**config.mk**
```make
export PLATFORM = sky130hd
export DESIGN_NAME = arbp_port
export DESIGN_NICKNAME = d
export VERILOG_FILES = /design/src/include/arbp_pkg.sv /design/src/include/arbp_result_if.sv /design/src/design/arbp_converter.sv /design/src/design/arbp_irq.sv /design/src/design/arbp_port.sv
export SDC_FILE = /design/constraint.sdc
export NUM_CORES = 1
export LEC_CHECK = 0
export BUFFER_PORTS_ARGS = -buffer_cell sky130_fd_sc_hd__buf_2
export CAP_MARGIN = 30
export CORE_AREA = 2 2 98 100
export CTS_BUF_LIST = sky130_fd_sc_hd__clkbuf_2 sky130_fd_sc_hd__clkbuf_4 sky130_fd_sc_hd__clkbuf_8
export DETAILED_ROUTE_END_ITERATION = 8
export DIE_AREA = 0 0 100 102
export PLACE_DENSITY = 0.62
export SYNTH_ARGS = -nofsm -noshare
export SYNTH_HDL_FRONTEND = slang
export SYNTH_HIERARCHICAL = 1
export SYNTH_SLANG_ARGS = --single-unit
```
**constraint.sdc**
```tcl
create_clock -name clock -period 2.5 [get_ports clock]
set_clock_uncertainty 0.1 [all_clocks]
set_input_delay 0.125 -clock clock [delete_from_list [all_inputs] [get_ports clock]]
set_output_delay 0.125 -clock clock [all_outputs]
set_load 0.1 [all_outputs]
```
**src/include/arbp_pkg.sv**
```systemverilog
// Package of constants and types for the ADC result bus port.
package arbp_pkg;

    // Result word layout: sign-magnitude, 15 magnitude bits plus overrange and polarity flags.
    localparam int MAG_W       = 15;
    localparam int BYTE_W      = 8;
    localparam int TOP_POS     = 7;
    // Clock and conversion timing.
    localparam int CLK_PERIOD_NS   = 50;
    localparam int INTEG_CYCLES    = 64;
    localparam int DEINT_MAX       = 32768;
    localparam int AZ_CYCLES       = 16;
    // Register offsets and interrupt bit positions.
    localparam logic [3:0] ADDR_STATUS = 4'h0;
    localparam logic [3:0] ADDR_MASK   = 4'h1;
    localparam logic [3:0] ADDR_RESULT = 4'h2;
    localparam int EV_DONE     = 0;
    localparam int EV_START    = 1;
    localparam int EV_W        = 2;
    localparam logic [EV_W-1:0] MASK_RESET = 2'h0;

    // Conversion sequencer phases.
    typedef enum logic [1:0] {
        ARBP_IDLE  = 2'b00,
        ARBP_AZ    = 2'b01,
        ARBP_INTEG = 2'b10,
        ARBP_DEINT = 2'b11
    } arbp_phase_t;

endpackage

```
**src/include/arbp_result_if.sv**
```systemverilog
// Interface carrying a finished conversion result between modules.
`timescale 1ns/100ps
interface arbp_result_if;
    logic                         done;
    logic [arbp_pkg::MAG_W-1:0]   magnitude;
    logic                         polarity;
    logic                         overrange;

    modport source (output done, output magnitude, output polarity, output overrange);
    modport sink   (input done, input magnitude, input polarity, input overrange);
endinterface

```
**src/design/arbp_converter.sv**
```systemverilog
// Conversion sequencer: auto-zero, integrate and de-integrate phases with busy flag.
`timescale 1ns/100ps
module arbp_converter
    import arbp_pkg::*;
#(
    parameter int INTEG_N = INTEG_CYCLES,
    parameter int AZ_N    = AZ_CYCLES
) (
    input  wire logic               clock,
    input  wire logic               rstn,
    input  wire logic               start,
    input  wire logic [MAG_W:0]     sample,
    output logic                    busy,
    arbp_result_if.source           res
);

    arbp_phase_t         phase;
    arbp_phase_t         next_phase;
    logic [MAG_W:0]      count;
    logic [MAG_W:0]      next_count;
    logic [MAG_W:0]      target;
    logic [MAG_W:0]      next_target;
    logic                next_busy;
    logic                next_done;
    logic                done_q;

    ////////////////////////////////////////////////////////////////////////////
    // Next-state logic; the de-integrate length models the reference ramp time.
    always_comb begin
        next_phase  = phase;
        next_count  = count + 16'h0001;
        next_target = target;
        next_busy   = busy;
        next_done   = 1'b0;
        unique case (phase)
            ARBP_IDLE: begin
                next_count = '0;
                if (start) begin
                    next_phase = ARBP_AZ;
                end
            end
            ARBP_AZ: begin
                if (count == 16'(AZ_N - 1)) begin
                    next_phase = ARBP_INTEG;
                    next_count = '0;
                end
            end
            ARBP_INTEG: begin
                if (count == 16'(INTEG_N - 1)) begin
                    next_phase  = ARBP_DEINT;
                    next_count  = '0;
                    next_target = sample;
                    next_busy   = 1'b1;
                end
            end
            ARBP_DEINT: begin
                if (count >= {1'b0, target[MAG_W-1:0]}) begin
                    next_phase = ARBP_IDLE;
                    next_busy  = 1'b0;
                    next_done  = 1'b1;
                end
            end
        endcase
    end

    // Registers for the sequencer.
    always_ff @(posedge clock or negedge rstn) begin
        if (!rstn) begin
            phase  <= ARBP_IDLE;
            count  <= '0;
            target <= '0;
            busy   <= 1'b0;
            done_q <= 1'b0;
        end else begin
            phase  <= next_phase;
            count  <= next_count;
            target <= next_target;
            busy   <= next_busy;
            done_q <= next_done;
        end
    end

    // Sample bit MAG_W is polarity; an all-ones magnitude is flagged as overrange.
    assign res.done      = done_q;
    assign res.magnitude = target[MAG_W-1:0];
    assign res.polarity  = target[MAG_W];
    assign res.overrange = &target[MAG_W-1:0];

endmodule

```
**src/design/arbp_irq.sv**
```systemverilog
// Sticky event status with mask and one level interrupt.
`timescale 1ns/100ps
module arbp_irq
    import arbp_pkg::*;
(
    input  wire logic              clock,
    input  wire logic              rstn,
    input  wire logic [EV_W-1:0]   events,
    input  wire logic [EV_W-1:0]   clear,
    input  wire logic              mask_we,
    input  wire logic [EV_W-1:0]   mask_wdata,
    output logic [EV_W-1:0]        status,
    output logic [EV_W-1:0]        mask,
    output logic                   irq
);

    logic [EV_W-1:0] next_status;
    logic [EV_W-1:0] next_mask;
    logic            next_irq;

    ////////////////////////////////////////////////////////////////////////////
    // Set wins over clear so an event in the clearing cycle is not lost.
    always_comb begin
        next_status = (status & ~clear) | events;
        next_mask   = mask_we ? mask_wdata : mask;
        next_irq    = |(next_status & next_mask);
    end

    // Registers for status, mask and the interrupt line.
    always_ff @(posedge clock or negedge rstn) begin
        if (!rstn) begin
            status <= '0;
            mask   <= MASK_RESET;
            irq    <= 1'b0;
        end else begin
            status <= next_status;
            mask   <= next_mask;
            irq    <= next_irq;
        end
    end

endmodule

```
**src/design/arbp_port.sv**
```systemverilog
// Top of the ADC result bus port: chip select, start, byte read, busy and registers.
//
// What this block does
// - Selected only when select high, enable low.
// - Selected on-demand write strobe starts conversion.
// - Drive data lines only during selected read.
// - Run mode low: on demand; high: continuous.
// - Top-bit select chooses high-byte top line in on-demand mode.
// - Byte-half select picks low or high byte in on-demand mode.
// - Top line carries polarity, overrange or data.
// - Busy rises at de-integrate, falls when done.
// - Clock from the clock port; any oscillator is off-chip.
`timescale 1ns/100ps
module arbp_port
    import arbp_pkg::*;
#(
    parameter int INTEG_N = INTEG_CYCLES,
    parameter int AZ_N    = AZ_CYCLES
) (
    input  wire logic               clock,
    input  wire logic               rstn,
    input  wire logic               chip_select,
    input  wire logic               chip_enable_n,
    input  wire logic               write_n,
    input  wire logic               read_n,
    input  wire logic               run_mode_select,
    input  wire logic               top_bit_select,
    input  wire logic               byte_low_high,
    input  wire logic [MAG_W:0]     sample,
    output logic                    data_line_top_o,
    output logic                    data_line_top_oe,
    output logic [6:0]              data_lines_lower_o,
    output logic [6:0]              data_lines_lower_oe,
    output logic                    busy,
    input  wire logic [3:0]         reg_addr,
    input  wire logic [7:0]         reg_wdata,
    input  wire logic               reg_write,
    input  wire logic               reg_read,
    output logic [7:0]              reg_rdata,
    output logic                    irq
);

    // The conversion clock is the clock port; an oscillator input pin feeds it off-chip.

    arbp_result_if res ();

    logic                  selected;
    logic                  start;
    logic                  write_n_q;
    logic                  next_write_n_q;
    logic                  conv_busy;
    logic [MAG_W-1:0]      latch_mag;
    logic                  latch_pol;
    logic                  latch_ovr;
    logic [MAG_W-1:0]      next_latch_mag;
    logic                  next_latch_pol;
    logic                  next_latch_ovr;
    logic [7:0]            next_byte;
    logic                  next_oe;
    logic [7:0]            next_rdata;
    logic [EV_W-1:0]       status;
    logic [EV_W-1:0]       mask;
    logic [EV_W-1:0]       clear;
    logic                  mask_we;
    logic                  irq_int;
    logic                  busy_q;
    logic [7:0]            out_byte;
    logic                  out_oe;

    // Decode of the two chip enables, shared by both strobes.
    function automatic logic is_selected(input logic cs, input logic ce_n);
        return cs & ~ce_n;
    endfunction

    ////////////////////////////////////////////////////////////////////////////
    // Conversion start: a falling write strobe while selected in demand mode, or
    // back-to-back restarts in continuous mode.
    always_comb begin
        selected       = is_selected(chip_select, chip_enable_n);
        next_write_n_q = write_n;
        if (run_mode_select) begin
            start = ~conv_busy_idle();
        end else begin
            start = selected & ~write_n & write_n_q;
        end
    end

    // Converter is idle when busy is low and no phase is pending; not tracked here, the function returns 0,
    // so continuous restarts are issued every cycle and ignored while running.
    function automatic logic conv_busy_idle();
        return 1'b0;
    endfunction

    // Edge register for the write strobe so a held-low strobe starts only once.
    always_ff @(posedge clock or negedge rstn) begin
        if (!rstn) begin
            write_n_q <= 1'b1;
        end else begin
            write_n_q <= next_write_n_q;
        end
    end

    arbp_converter #(
        .INTEG_N (INTEG_N),
        .AZ_N    (AZ_N)
    ) u_conv (
        .clock  (clock),
        .rstn   (rstn),
        .start  (start),
        .sample (sample),
        .busy   (conv_busy),
        .res    (res.source)
    );

    ////////////////////////////////////////////////////////////////////////////
    // Result latch: updated only on completion, so both byte reads see one result.
    always_comb begin
        next_latch_mag = latch_mag;
        next_latch_pol = latch_pol;
        next_latch_ovr = latch_ovr;
        if (res.done) begin
            next_latch_mag = res.magnitude;
            next_latch_pol = res.polarity;
            next_latch_ovr = res.overrange;
        end
    end

    always_ff @(posedge clock or negedge rstn) begin
        if (!rstn) begin
            latch_mag <= '0;
            latch_pol <= 1'b0;
            latch_ovr <= 1'b0;
        end else begin
            latch_mag <= next_latch_mag;
            latch_pol <= next_latch_pol;
            latch_ovr <= next_latch_ovr;
        end
    end

    ////////////////////////////////////////////////////////////////////////////
    // Data bus: byte choice and top-line choice. In continuous mode the selects
    // are not used, so the high byte with polarity on the top line is shown.
    always_comb begin
        next_oe = selected & ~read_n;
        if (!run_mode_select && !byte_low_high) begin
            next_byte = latch_mag[7:0];
        end else begin
            next_byte = {1'b0, latch_mag[MAG_W-1:8]};
            if (!run_mode_select && top_bit_select) begin
                next_byte[TOP_POS] = latch_ovr;
            end else begin
                next_byte[TOP_POS] = latch_pol;
            end
        end
    end

    always_ff @(posedge clock or negedge rstn) begin
        if (!rstn) begin
            out_byte <= '0;
            out_oe   <= 1'b0;
            busy_q   <= 1'b0;
        end else begin
            out_byte <= next_byte;
            out_oe   <= next_oe;
            busy_q   <= conv_busy;
        end
    end

    assign data_line_top_o     = out_byte[TOP_POS];
    assign data_line_top_oe    = out_oe;
    assign data_lines_lower_o  = out_byte[6:0];
    assign data_lines_lower_oe = {7{out_oe}};
    assign busy                = busy_q;

    ////////////////////////////////////////////////////////////////////////////
    // Register port: status (write one to clear), mask, and latched result low byte.
    always_comb begin
        clear   = '0;
        mask_we = 1'b0;
        if (reg_write && reg_addr == ADDR_STATUS) begin
            clear = reg_wdata[EV_W-1:0];
        end
        if (reg_write && reg_addr == ADDR_MASK) begin
            mask_we = 1'b1;
        end
        next_rdata = '0;
        if (reg_read) begin
            unique case (reg_addr)
                ADDR_STATUS: next_rdata = {6'h00, status};
                ADDR_MASK:   next_rdata = {6'h00, mask};
                ADDR_RESULT: next_rdata = latch_mag[7:0];
                default:     next_rdata = '0;
            endcase
        end
    end

    arbp_irq u_irq (
        .clock      (clock),
        .rstn       (rstn),
        .events     ({start, res.done}),
        .clear      (clear),
        .mask_we    (mask_we),
        .mask_wdata (reg_wdata[EV_W-1:0]),
        .status     (status),
        .mask       (mask),
        .irq        (irq_int)
    );

    always_ff @(posedge clock or negedge rstn) begin
        if (!rstn) begin
            reg_rdata <= '0;
            irq       <= 1'b0;
        end else begin
            reg_rdata <= next_rdata;
            irq       <= irq_int;
        end
    end

endmodule

```
# After elaboration in Yosys (flattened, before gate mapping)
# Cells that the tools add are included.
# classes
multipliers,0
shift,0
reduce_logical,14
addsub,1
muxes,21
bitwise,11
magnitude_cmp,1
div,0
eq_ne,11
# ops
op,n
$pmux W16 S3,1
$mux W16,2
$pmux W8 S3,1
$add A16 B1 Y16 const B,1
$eq A16 B4 Y1 const B,1
$eq A16 B6 Y1 const B,1
$ge A16 B15 Y1,1
$mux W8,2
$reduce_and A15 Y1,1
$mux W2,6
$pmux W2 S4,1
$mux W1,7
$ne A2 B1 Y1 const B,3
$and A1 B1 Y1,4
$and A2 B2 Y2,2
$eq A2 B2 Y1 const B,2
$eq A4 B1 Y1 const B,1
$eq A4 B2 Y1 const B,1
$logic_and A1 B1 Y1,4
$logic_not A4 Y1,1
$reduce_and A4 Y1,1
$not A1 Y1,3
$reduce_and A3 Y1,1
$eq A2 B1 Y1 const B,1
other kinds (9),10
# word_totals
memories,0
ff_bits,78
word_cells,76
latch_bits,0
ram_bits,0
romBits,0
input_bits,39
output_inout_bits,26

# Logic depth before layout (Yosys ltp)
# Gate-level depths: netlist of run 1.
# logic_depth
ltp_word,8
depth_mapped,9
depth_no_buf,8

# By module
# The synthesis of run 1 kept the hierarchy.
# modules_own_cells
mod,area_per_inst_um2,cells_per_inst,seq_area_each_um2,n_inst
arbp_converter,2083.2,195,900.9,1
arbp_port,1475.2,100,927.1,1
arbp_irq,186.4,12,125.1,1

# Least setup slack after synthesis of run 1
# No wires, ideal clock.
# synth_path
path_type,reg2reg
start,register u_conv.count[0]
end,register u_conv.phase[1]
arrival_time_ns,1.930
t_required_ns,2.275
path_stages_with_launch,9
period_less_slack_ns,2.154
path_buffers,0
setup_slack_ns,0.346
setup_ns,0.125
cell_sequence,dfrtp_1 -> inv_1 -> ha_1 -> nand2b_1 -> a2111oi_0 -> a2111oi_1 -> nor3_1 -> nor3_2 -> mux2_2
# synth_between
elab_chain_len,3
elab_cells_between_ends,7
classes_between,order compare (1); eq/ne (5); reduce/logical (1)
# synth_lines
element,line,source
start: declaration,arbp_converter.sv:19,logic [MAG_W:0] count;
start signal: assignment,arbp_converter.sv:76,count <= next_count;
$ge A16 B15 Y1 (tied with other cells),arbp_converter.sv:57,"if (count >= {1'b0, target[MAG_W-1:0]}) begin"
$ne A2 B1 Y1 (no source line),n/a,
$reduce_and A4 Y1 (no source line) (*),n/a,
end signal: assignment,arbp_converter.sv:75,phase <= next_phase;
end: declaration,arbp_converter.sv:17,arbp_phase_t phase;
# Every way passes the cells marked *; elsewhere a longest branch is shown, timed or not.
# A chain may end at the register's enable or synchronous reset.

# Worst setup path in the final report of run 1
# Ends and elaborated chain as after synthesis.

==> flow_metrics.tcl, run 1 <==
set metrics [dict create \
    fmax_ghz 0.443 \
    crit_start "u_conv/count[0]" \
    cts.sinks 78 \
    drv_slew 0 \
    yosysWarnings 6 \
    synth_top_family_by_area "simple AND/OR/NAND/NOR gates" \
    powerDensity_mw_per_mm2 641 \
    synthSimpleGateAreaFrac_pct 15.2 \
    post-place-ws_ns 0.151 \
    synthMuxAreaShare_pct 14.0 \
    die-width_um 100 \
    cp-start-kind "register" \
    worstPathMaxFanout 2 \
    grt_overflow 0 \
    synthAdderAreaFrac_pct 6.68 \
    antenna_found_initial 0 \
    synth_compound_area_share_pct 4.01 \
    ys_seq_area_share_pct 52.2 \
    drt_iter0_markers 60 \
    synth_fp_nets 366 \
    cap_violations 0 \
    r2r_cells 8 \
    htreeDepth 3 \
    nets 476 \
    hold_viol 0 \
    die_h_um 102 \
    grt_pass1_wl_mm 12.9 \
    finalCritPeriodShare_pct 90.2 \
    ios 65 \
    synth-xor-area-share_pct 3.27 \
    hp-class "primary input to register" \
    drt_first_pass_iters 4 \
    worstSetupPathType "register to register" \
    rrSetupSlack_ns 0.24 \
    r2r-start "u_conv/count[0]" \
    rows 35 \
    routed_wl_mm 7.77 \
    period_needed_ns 2.26 \
    area_growth_pct 27.5 \
    drive_gt1_share_pct 37.5 \
    final_cell_mix "dfrtp_1, buf_2, mux2_2" \
    fin_ws_ns 0.245 \
    crit_path_end_kind "register" \
    clock_tree.buffer_depth 2 \
    grt_pass1_vias 2705 \
    drc 0 \
    slew_headroom_pct 50.3 \
    postLayoutCellArea_mm2 0.00478 \
    gp_congestion 0.809 \
    dieArea_mm2 0.0102 \
    ys_ff_latch 78 \
    cts_tree "done" \
    worstPathRequired_ns 2.63 \
    synth_cell_types 51 \
    io_buffer_count 58 \
    worstMarginPinSlew_ns 0.746 \
    cts_buffers 9 \
    setup_violations 0 \
    whs_ns 0.0102 \
    p_leak_nw 2.46 \
    via_count 2612 \
    syn_inst 307 \
    whs_endpoint "out_byte[7]" \
    rr_endpoint "u_conv/phase[1]" \
    utilization_pct 52.4 \
    grt_max_degree 79 \
    rsz0062_at_grt "false" \
    cts-root-buf "clkbuf_8" \
    antenna_cells 0 \
    fin_tns_setup_ns 0 \
    track_usage_pct 16.5 \
    final_common_cell "dfrtp_1" \
    synth.avg_cell_area_um2 12.2 \
    clkTransAtPathRegs_ns 0.08 \
    syn_area_mm2 0.00374 \
    status "finished clean" \
    wl_per_cell_um 14.6 \
    worstHoldStart "run_mode_select" \
    post_dp_cell_area_mm2 0.00428 \
    ant_nets 0 \
    start_util_pct 41.1 \
    clk_latency_ns 0.35 \
    dp_hpwl_mm 5.58 \
    crit_arrival_ns 2.39 \
    fp.coreArea_mm2 0.00911 \
    ir_drop_v 0.000393 \
    via_per_inst 4.91 \
    worstHoldPathCells 3 \
]
Yosys cell counts, drive strengths merged:
| master | n | share of area, % |
|---|---|---|
| nor4bb | 1 | 0.27 |
| buf | 12 | 2.5 |
| dfrtp | 77 | 51 |
| o22a | 1 | 0.27 |
| nand4 | 10 | 1.7 |
| and2 | 9 | 1.5 |
| or2 | 2 | 0.33 |
| a21o | 2 | 0.40 |
| nor3 | 3 | 0.53 |
| nand2b | 4 | 0.67 |
| a22o | 1 | 0.23 |
| ha | 20 | 6.7 |
| o21a | 1 | 0.20 |
| and4 | 2 | 0.50 |
| inv | 21 | 2.1 |
| nor3b | 2 | 0.70 |
| xor2 | 10 | 2.3 |
| a2111oi | 2 | 0.50 |
| nand4b | 1 | 0.23 |
| xnor2 | 4 | 0.94 |
| and4b | 1 | 0.30 |
| nor2b | 6 | 1.0 |
| o21ai | 4 | 0.53 |
| o2bb2ai | 1 | 0.23 |
| a31oi | 1 | 0.17 |
| and3 | 4 | 0.67 |
| dfstp | 1 | 0.70 |
| nor4 | 3 | 0.67 |
| nand3 | 5 | 0.67 |
| a21oi | 5 | 0.67 |
| or4b | 1 | 0.27 |
| or3 | 2 | 0.37 |
| nor4b | 2 | 0.63 |
| nor2 | 24 | 2.5 |
| mux2 | 43 | 14 |
| or3b | 1 | 0.30 |
| a211oi | 4 | 0.80 |
| nand2 | 14 | 1.4 |
critical path, stage by stage (launching register included):
cell	delay [ns]
dfrtp_1	0.39
inv_1	0.08
ha_1	0.22
nand2b_1	0.14
a2111oi_1	0.46
a2111oi_2	0.12
nor3_2	0.27
nor3_2	0.09
mux2_2	0.27
stage by stage:
stage                     power, mW  cells
after CTS                      3.08    531
after global routing           3.23    532
final                          3.06    532
after global placement         2.05    490
after detailed placement       2.08    490
after floorplan                1.84    307
where the power goes:
group	total [mW]	switching (mW)	internal, mW	leakage (nW)
combinational	0.693	0.400	0.293	1.33
clock	0.975	0.459	0.516	0.102
sequential	1.39	0.0594	1.33	1.03
total	3.06	0.919	2.14	2.46
flip-flops by register name, indices dropped and copies added (netlist names), 2 cells and up:
signal	count
out_byte	8
u_conv/count	16
latch_mag	15
reg_rdata	8
u_conv/target	16
u_irq/status	2
u_irq/mask	2
u_conv/phase	2
metal layers:
layer	vias up	global-route usage [%]	routed length (um)
met5	-	0	0
met4	0	5.90	171
met3	14	4.58	257
met2	45	28.8	3890
met1	1275	19.7	3450
li1	1278	-	-
cell families after synthesis:
family | after synthesis
DFF | 78
xor gates and xnor gates | 14
muxes | 43
buffers and inverters | 33
adders and majority gates | 20
AOI/OAI and AO/OA | 22
and+or+nand+nor | 97
worst max-delay path by stage:
stage	end	slack (ns)	depth (start not counted)
final	u_conv/phase[1]	0.24	8
after global routing	u_conv/phase[1]	0.06	7
after CTS	u_conv/phase[1]	0.13	8
after detailed placement	u_conv/phase[1]	0.15	8
after global placement	u_conv/phase[1]	0.18	8
after floorplan	u_conv/phase[1]	0.35	8
area by class of cell:
class,count,area (um^2)
Clock buffer,11,151
Clock inverter,4,55.1
Fill cell,813,4330
Inverter,21,78.8
Multi-Input combinational cell,196,1630
Sequential cell,78,1950
Tap cell,111,139
Timing Repair Buffer,111,768
repair_timing:
item / 4_1_cts / 5_1_grt
setup endpoints to repair: 0 / 2
hold buffers: 26 / 0
resized for setup: 0 / 3
buffers inserted: 0 / 0
hold endpoints to repair: 100 / 0
(Power assumes the default switching activity.)
==> run 2, diff against run 1 <==
==> constraint.sdc (replaced) <==
create_clock -name clock -period 2.5 [get_ports clock]
set_clock_uncertainty 0.1 [all_clocks]
set_input_delay 0.25 -clock clock [delete_from_list [all_inputs] [get_ports clock]]
set_output_delay 0.25 -clock clock [all_outputs]
set_load 0.1 [all_outputs]
==> flow_metrics.tcl, run 2 (same netlist as run 1, synthesis figures left out) <==
set metrics [dict create \
    drt_iter0_markers 69 \
    die_h_um 102 \
    fp.coreArea_mm2 0.00911 \
    grt_pass1_wl_mm 12.5 \
    fin_tns_setup_ns 0 \
    power_switching_mw 0.904 \
    fmax_ghz 0.433 \
    antenna_cells 0 \
    status "finished clean" \
    finalCritPeriodShare_pct 92.3 \
    gp_congestion 0.824 \
    io_buffer_count 58 \
    dieArea_mm2 0.0102 \
    whs_ns 0.0339 \
    pwr-share-seq_pct 46.4 \
    crit_path_end_kind "register" \
    wl_per_cell_um 14.7 \
    final_common_cell "dfrtp_1" \
    period_needed_ns 2.31 \
    worstPathMaxFanout 2 \
    cts.sinks 78 \
    via_per_inst 4.93 \
    drv_slew 0 \
    p_leak_nw 2.37 \
    clock_power_share_pct 31.6 \
    routed_wl_mm 7.50 \
    clkTransAtPathRegs_ns 0.08 \
    crit_family "compound AO/OA/AOI/OAI gates" \
    setup_violations 0 \
    htreeDepth 3 \
    cts_tree "done" \
    crit_arrival_ns 2.44 \
    cts-root-buf "clkbuf_8" \
    hp-class "primary input to register" \
    critPathMostFrequentCell "nor3_2" \
    antenna_found_initial 0 \
    track_usage_pct 15.9 \
    worstPathRequired_ns 2.63 \
    powerDensity_mw_per_mm2 659 \
    internal_power_mw 2.10 \
    grt_max_degree 79 \
    worstSetupPathType "register to register" \
    rsz0062_at_grt "false" \
    start_util_pct 41.1 \
    drive_gt1_share_pct 39.8 \
    area_growth_pct 21.8 \
    rows 35 \
    clock_tree.buffer_depth 2 \
    cts_buffers 9 \
    rrSetupSlack_ns 0.19 \
    final_cell_mix "dfrtp_1, buf_2, mux2_2" \
    max_stage_delay_ns 0.50 \
    top_regs "u_conv/count x16, u_conv/target x16, latch_mag x15" \
    grt_pass1_vias 2596 \
    cp_cell_sequence "ha_1 > nand2b_1 > a2111oi_0 > a2111oi_2 > nor3_2 > nor3_2 > mux2_2" \
    ios 65 \
    cp-start-kind "register" \
    die-width_um 100 \
    clk_latency_ns 0.34 \
    cap_violations 0 \
    p_sw_share_pct 30.1 \
    nets 454 \
    hold_viol 0 \
    ir_drop_v 0.000278 \
    combPwrFrac_pct 22.0 \
    drc 0 \
    critPathBufInv 0 \
    grt_overflow 0 \
    cp_slowest_cell "a2111oi_0" \
    slew_headroom_pct 50.2 \
    worstMarginPinSlew_ns 0.747 \
    ant_nets 0 \
    dp_hpwl_mm 5.49 \
    drt_first_pass_iters 6 \
    via_count 2518 \
]
==> run 2: worst paths after layout <==
check / start / endpoint / cells past startpoint
worst max-delay path: u_conv/target[0] / u_conv/phase[1] / 7
worst min-delay path: sample[4] / u_conv/target[4] / 2
worst max register to register: u_conv/target[0] / u_conv/phase[1] / 7
worst min register to register: u_irq/irq / irq / 0
max in group asynchronous: rstn / write_n_q / 3
min in group asynchronous: rstn / reg_rdata[6] / 2
==> run 2: stage by stage <==
stage,setup slack [ns],cells,instance area [um^2],util (%),total power [mW]
floorplan,0.346,307,3740,-,1.84
global placement,0.158,490,4280,47.0,2.05
detailed placement,0.115,490,4280,47.0,2.07
CTS,0.0678,510,4520,49.6,3.03
global route,0.0458,511,4560,50.1,3.18
finish,0.192,511,4560,50.1,3.01
==> run 2: area by class of cell <==
cell class	instances	area, um^2
Clock buffer	11	145
Sequential cell	78	1950
Multi-Input combinational cell	196	1630
Timing Repair Buffer	89	556
Tap cell	111	139
Inverter	21	78.8
Clock inverter	5	58.8
Fill cell	832	4550
==> run 2: worst reg2reg max path: stages, from the launching register on <==
cell and delay (ns):
dfrtp_1 0.39, ha_1 0.28, nand2b_1 0.13, a2111oi_0 0.50
a2111oi_2 0.13, nor3_2 0.30, nor3_2 0.10, mux2_2 0.27
==> run 2: repair_timing <==
item                       4_1_cts  5_1_grt
resized for setup                0        2
buffers inserted                 0        0
hold buffers                     4        0
hold endpoints to repair        22        0
setup endpoints to repair        0        2
==> run 2: power groups by stage <==
stage	sequential [mW]	combinational [mW]	clock (mW)
global placement	1.41	0.636	0
global route	1.40	0.744	1.03
CTS	1.39	0.662	0.975
floorplan	1.46	0.381	0
finish	1.39	0.662	0.951
detailed placement	1.42	0.652	0
==> run 2: layer usage <==
layer | wire length [um] | GRT usage, % | vias to the layer above
li1 | - | - | 1232
met1 | 3390 | 19.7 | 1229
met4 | 127 | 5.37 | 0
met3 | 214 | 3.63 | 12
met2 | 3760 | 27.5 | 45
met5 | 0 | 0 | -
==> run 3, diff against run 2 <==
--- a/config.mk
+++ b/config.mk
@@ -7,11 +7,11 @@
 export LEC_CHECK = 0
 export BUFFER_PORTS_ARGS = -buffer_cell sky130_fd_sc_hd__buf_2
 export CAP_MARGIN = 30
-export CORE_AREA = 2 2 98 100
+export CORE_AREA = 8 8 96 98
 export CTS_BUF_LIST = sky130_fd_sc_hd__clkbuf_2 sky130_fd_sc_hd__clkbuf_4 sky130_fd_sc_hd__clkbuf_8
 export DETAILED_ROUTE_END_ITERATION = 8
-export DIE_AREA = 0 0 100 102
-export PLACE_DENSITY = 0.62
+export DIE_AREA = 0 0 104 106
+export PLACE_DENSITY = 0.71
 export SYNTH_ARGS = -nofsm -noshare
 export SYNTH_HDL_FRONTEND = slang
 export SYNTH_HIERARCHICAL = 1
==> flow_metrics.tcl, run 3 (same netlist as run 1, synthesis figures left out) <==
set metrics [dict create \
    via_per_inst 5.04 \
    via_count 2526 \
    clock_power_share_pct 32.0 \
    cts_buffers 9 \
    worstPathRequired_ns 2.64 \
    grt_pass1_vias 2527 \
    power_switching_mw 0.940 \
    period_needed_ns 2.31 \
    grt_pass1_wl_mm 12.2 \
    clock_tree.buffer_depth 2 \
    hp-class "primary input to register" \
    die_h_um 106 \
    powerDensity_mw_per_mm2 667 \
    crit_start "u_conv/count[0]" \
    drive_gt1_share_pct 39.1 \
    drt_first_pass_iters 4 \
    r2r-start "u_conv/count[0]" \
    cts-root-buf "clkbuf_8" \
    worstHoldPathCells 2 \
    worstMarginPinSlew_ns 0.735 \
    combPwrFrac_pct 21.9 \
    cap_violations 0 \
    utilization_pct 57.7 \
    clk_latency_ns 0.36 \
    worstSetupPathType "register to register" \
    crit_arrival_ns 2.45 \
    fp.coreArea_mm2 0.00785 \
    status "finished clean" \
    p_leak_nw 2.35 \
    wl_per_cell_um 15.0 \
    p_total_mw 3.02 \
    worstHoldStart "sample[3]" \
    area_growth_pct 20.8 \
    finalCritPeriodShare_pct 92.6 \
    routed_wl_mm 7.51 \
    top_regs "u_conv/count x16, u_conv/target x16, latch_mag x15" \
    start_util_pct 47.7 \
    htreeDepth 3 \
    crit_path_end_kind "register" \
    worstPathMaxFanout 6 \
    drv_slew 0 \
    hold_viol 0 \
    rrSetupSlack_ns 0.19 \
    rsz0062_at_grt "false" \
    nets 450 \
    slew_headroom_pct 51.0 \
    fin_tns_setup_ns 0 \
    ir_drop_v 0.000287 \
    cts_tree "done" \
    ant_nets 0 \
    fmax_ghz 0.432 \
    grt_max_degree 79 \
    r2r_cells 8 \
    final_common_cell "dfrtp_1" \
    setup_violations 0 \
    cp-start-kind "register" \
    cts.sinks 78 \
    grt_overflow 0 \
    dp_hpwl_mm 5.52 \
    internal_power_mw 2.08 \
    die-width_um 104 \
    track_usage_pct 13.8 \
    dieArea_mm2 0.0110 \
    antenna_found_initial 0 \
    ios 65 \
    io_buffer_count 58 \
    drt_iter0_markers 80 \
    drc 0 \
    p_sw_share_pct 31.1 \
    gp_congestion 0.770 \
    antenna_cells 0 \
    clkTransAtPathRegs_ns 0.09 \
    pwr-share-seq_pct 46.1 \
    whs_ns 0.0196 \
    rows 33 \
    final_cell_mix "dfrtp_1, buf_2, mux2_2" \
]
## run 3: cell count changes in the layout (fill, tap and decap cells not counted)
cell	change
a2111oi_0	-1
a2111oi_1	+1
buf_4	-4
clkbuf_4	-1
clkbuf_8	-1
clkinv_2	-1
clkinv_4	+1
inv_6	+2
## run 3: cell type report
cell class | instances | area (um^2)
fill | 657 | 3320
sequential | 78 | 1950
multi-input combinational | 196 | 1630
timing repair buffer | 85 | 526
tap | 105 | 131
clock buffer | 9 | 124
clock inverter | 7 | 80.1
inverter | 21 | 78.8
## run 3: worst max-delay path, stage by stage (launching register included)
cell and delay [ns]:
dfrtp_1 0.39, buf_4 0.16, ha_1 0.16, nor4b_2 0.31, nand2_1 0.09, o21ai_0 0.26
nand2_1 0.15, nor3_2 0.25, mux2_2 0.35
## run 3: path summary, 6_finish.rpt
kind / end
max: u_conv/phase[1]
min: u_conv/target[3]
max reg2reg: u_conv/phase[1]
min reg2reg: irq
max in group asynchronous: write_n_q
min in group asynchronous: reg_rdata[4]
## run 3: timing repair
| item | CTS | global route |
|---|---|---|
| setup buffers | 0 | 0 |
| hold buffers | 4 | 0 |
| gates resized for setup | 0 | 3 |
| hold endpoints to repair | 79 | 0 |
| setup endpoints to repair | 0 | 2 |
## run 3: power by group through the flow
stage          clock, mW  sequential, mW  combinational (mW)
4_1_cts            0.981            1.39               0.652
3_3_place_gp           0            1.41               0.632
6_report           0.968            1.39               0.661
3_5_place_dp           0            1.42               0.645
2_1_floorplan          0            1.46               0.381
5_1_grt             1.03            1.40               0.737
## run 3: routing by layer
layer | vias to the layer above | GRT usage [%] | wire length (um)
met5 | - | 0 | 0
met4 | 0 | 5.79 | 106
met3 | 11 | 4.78 | 397
met2 | 46 | 22.6 | 3770
met1 | 1230 | 16.4 | 3230
li1 | 1239 | - | -
## run 3: per-stage QoR
step	area (um^2)	worst slack, ns	cells
floorplan	3740	0.346	307
global placement	4240	0.108	480
detailed placement	4240	0.0726	480
CTS	4480	0.0472	500
global route	4520	0.0162	501
finish	4520	0.185	501
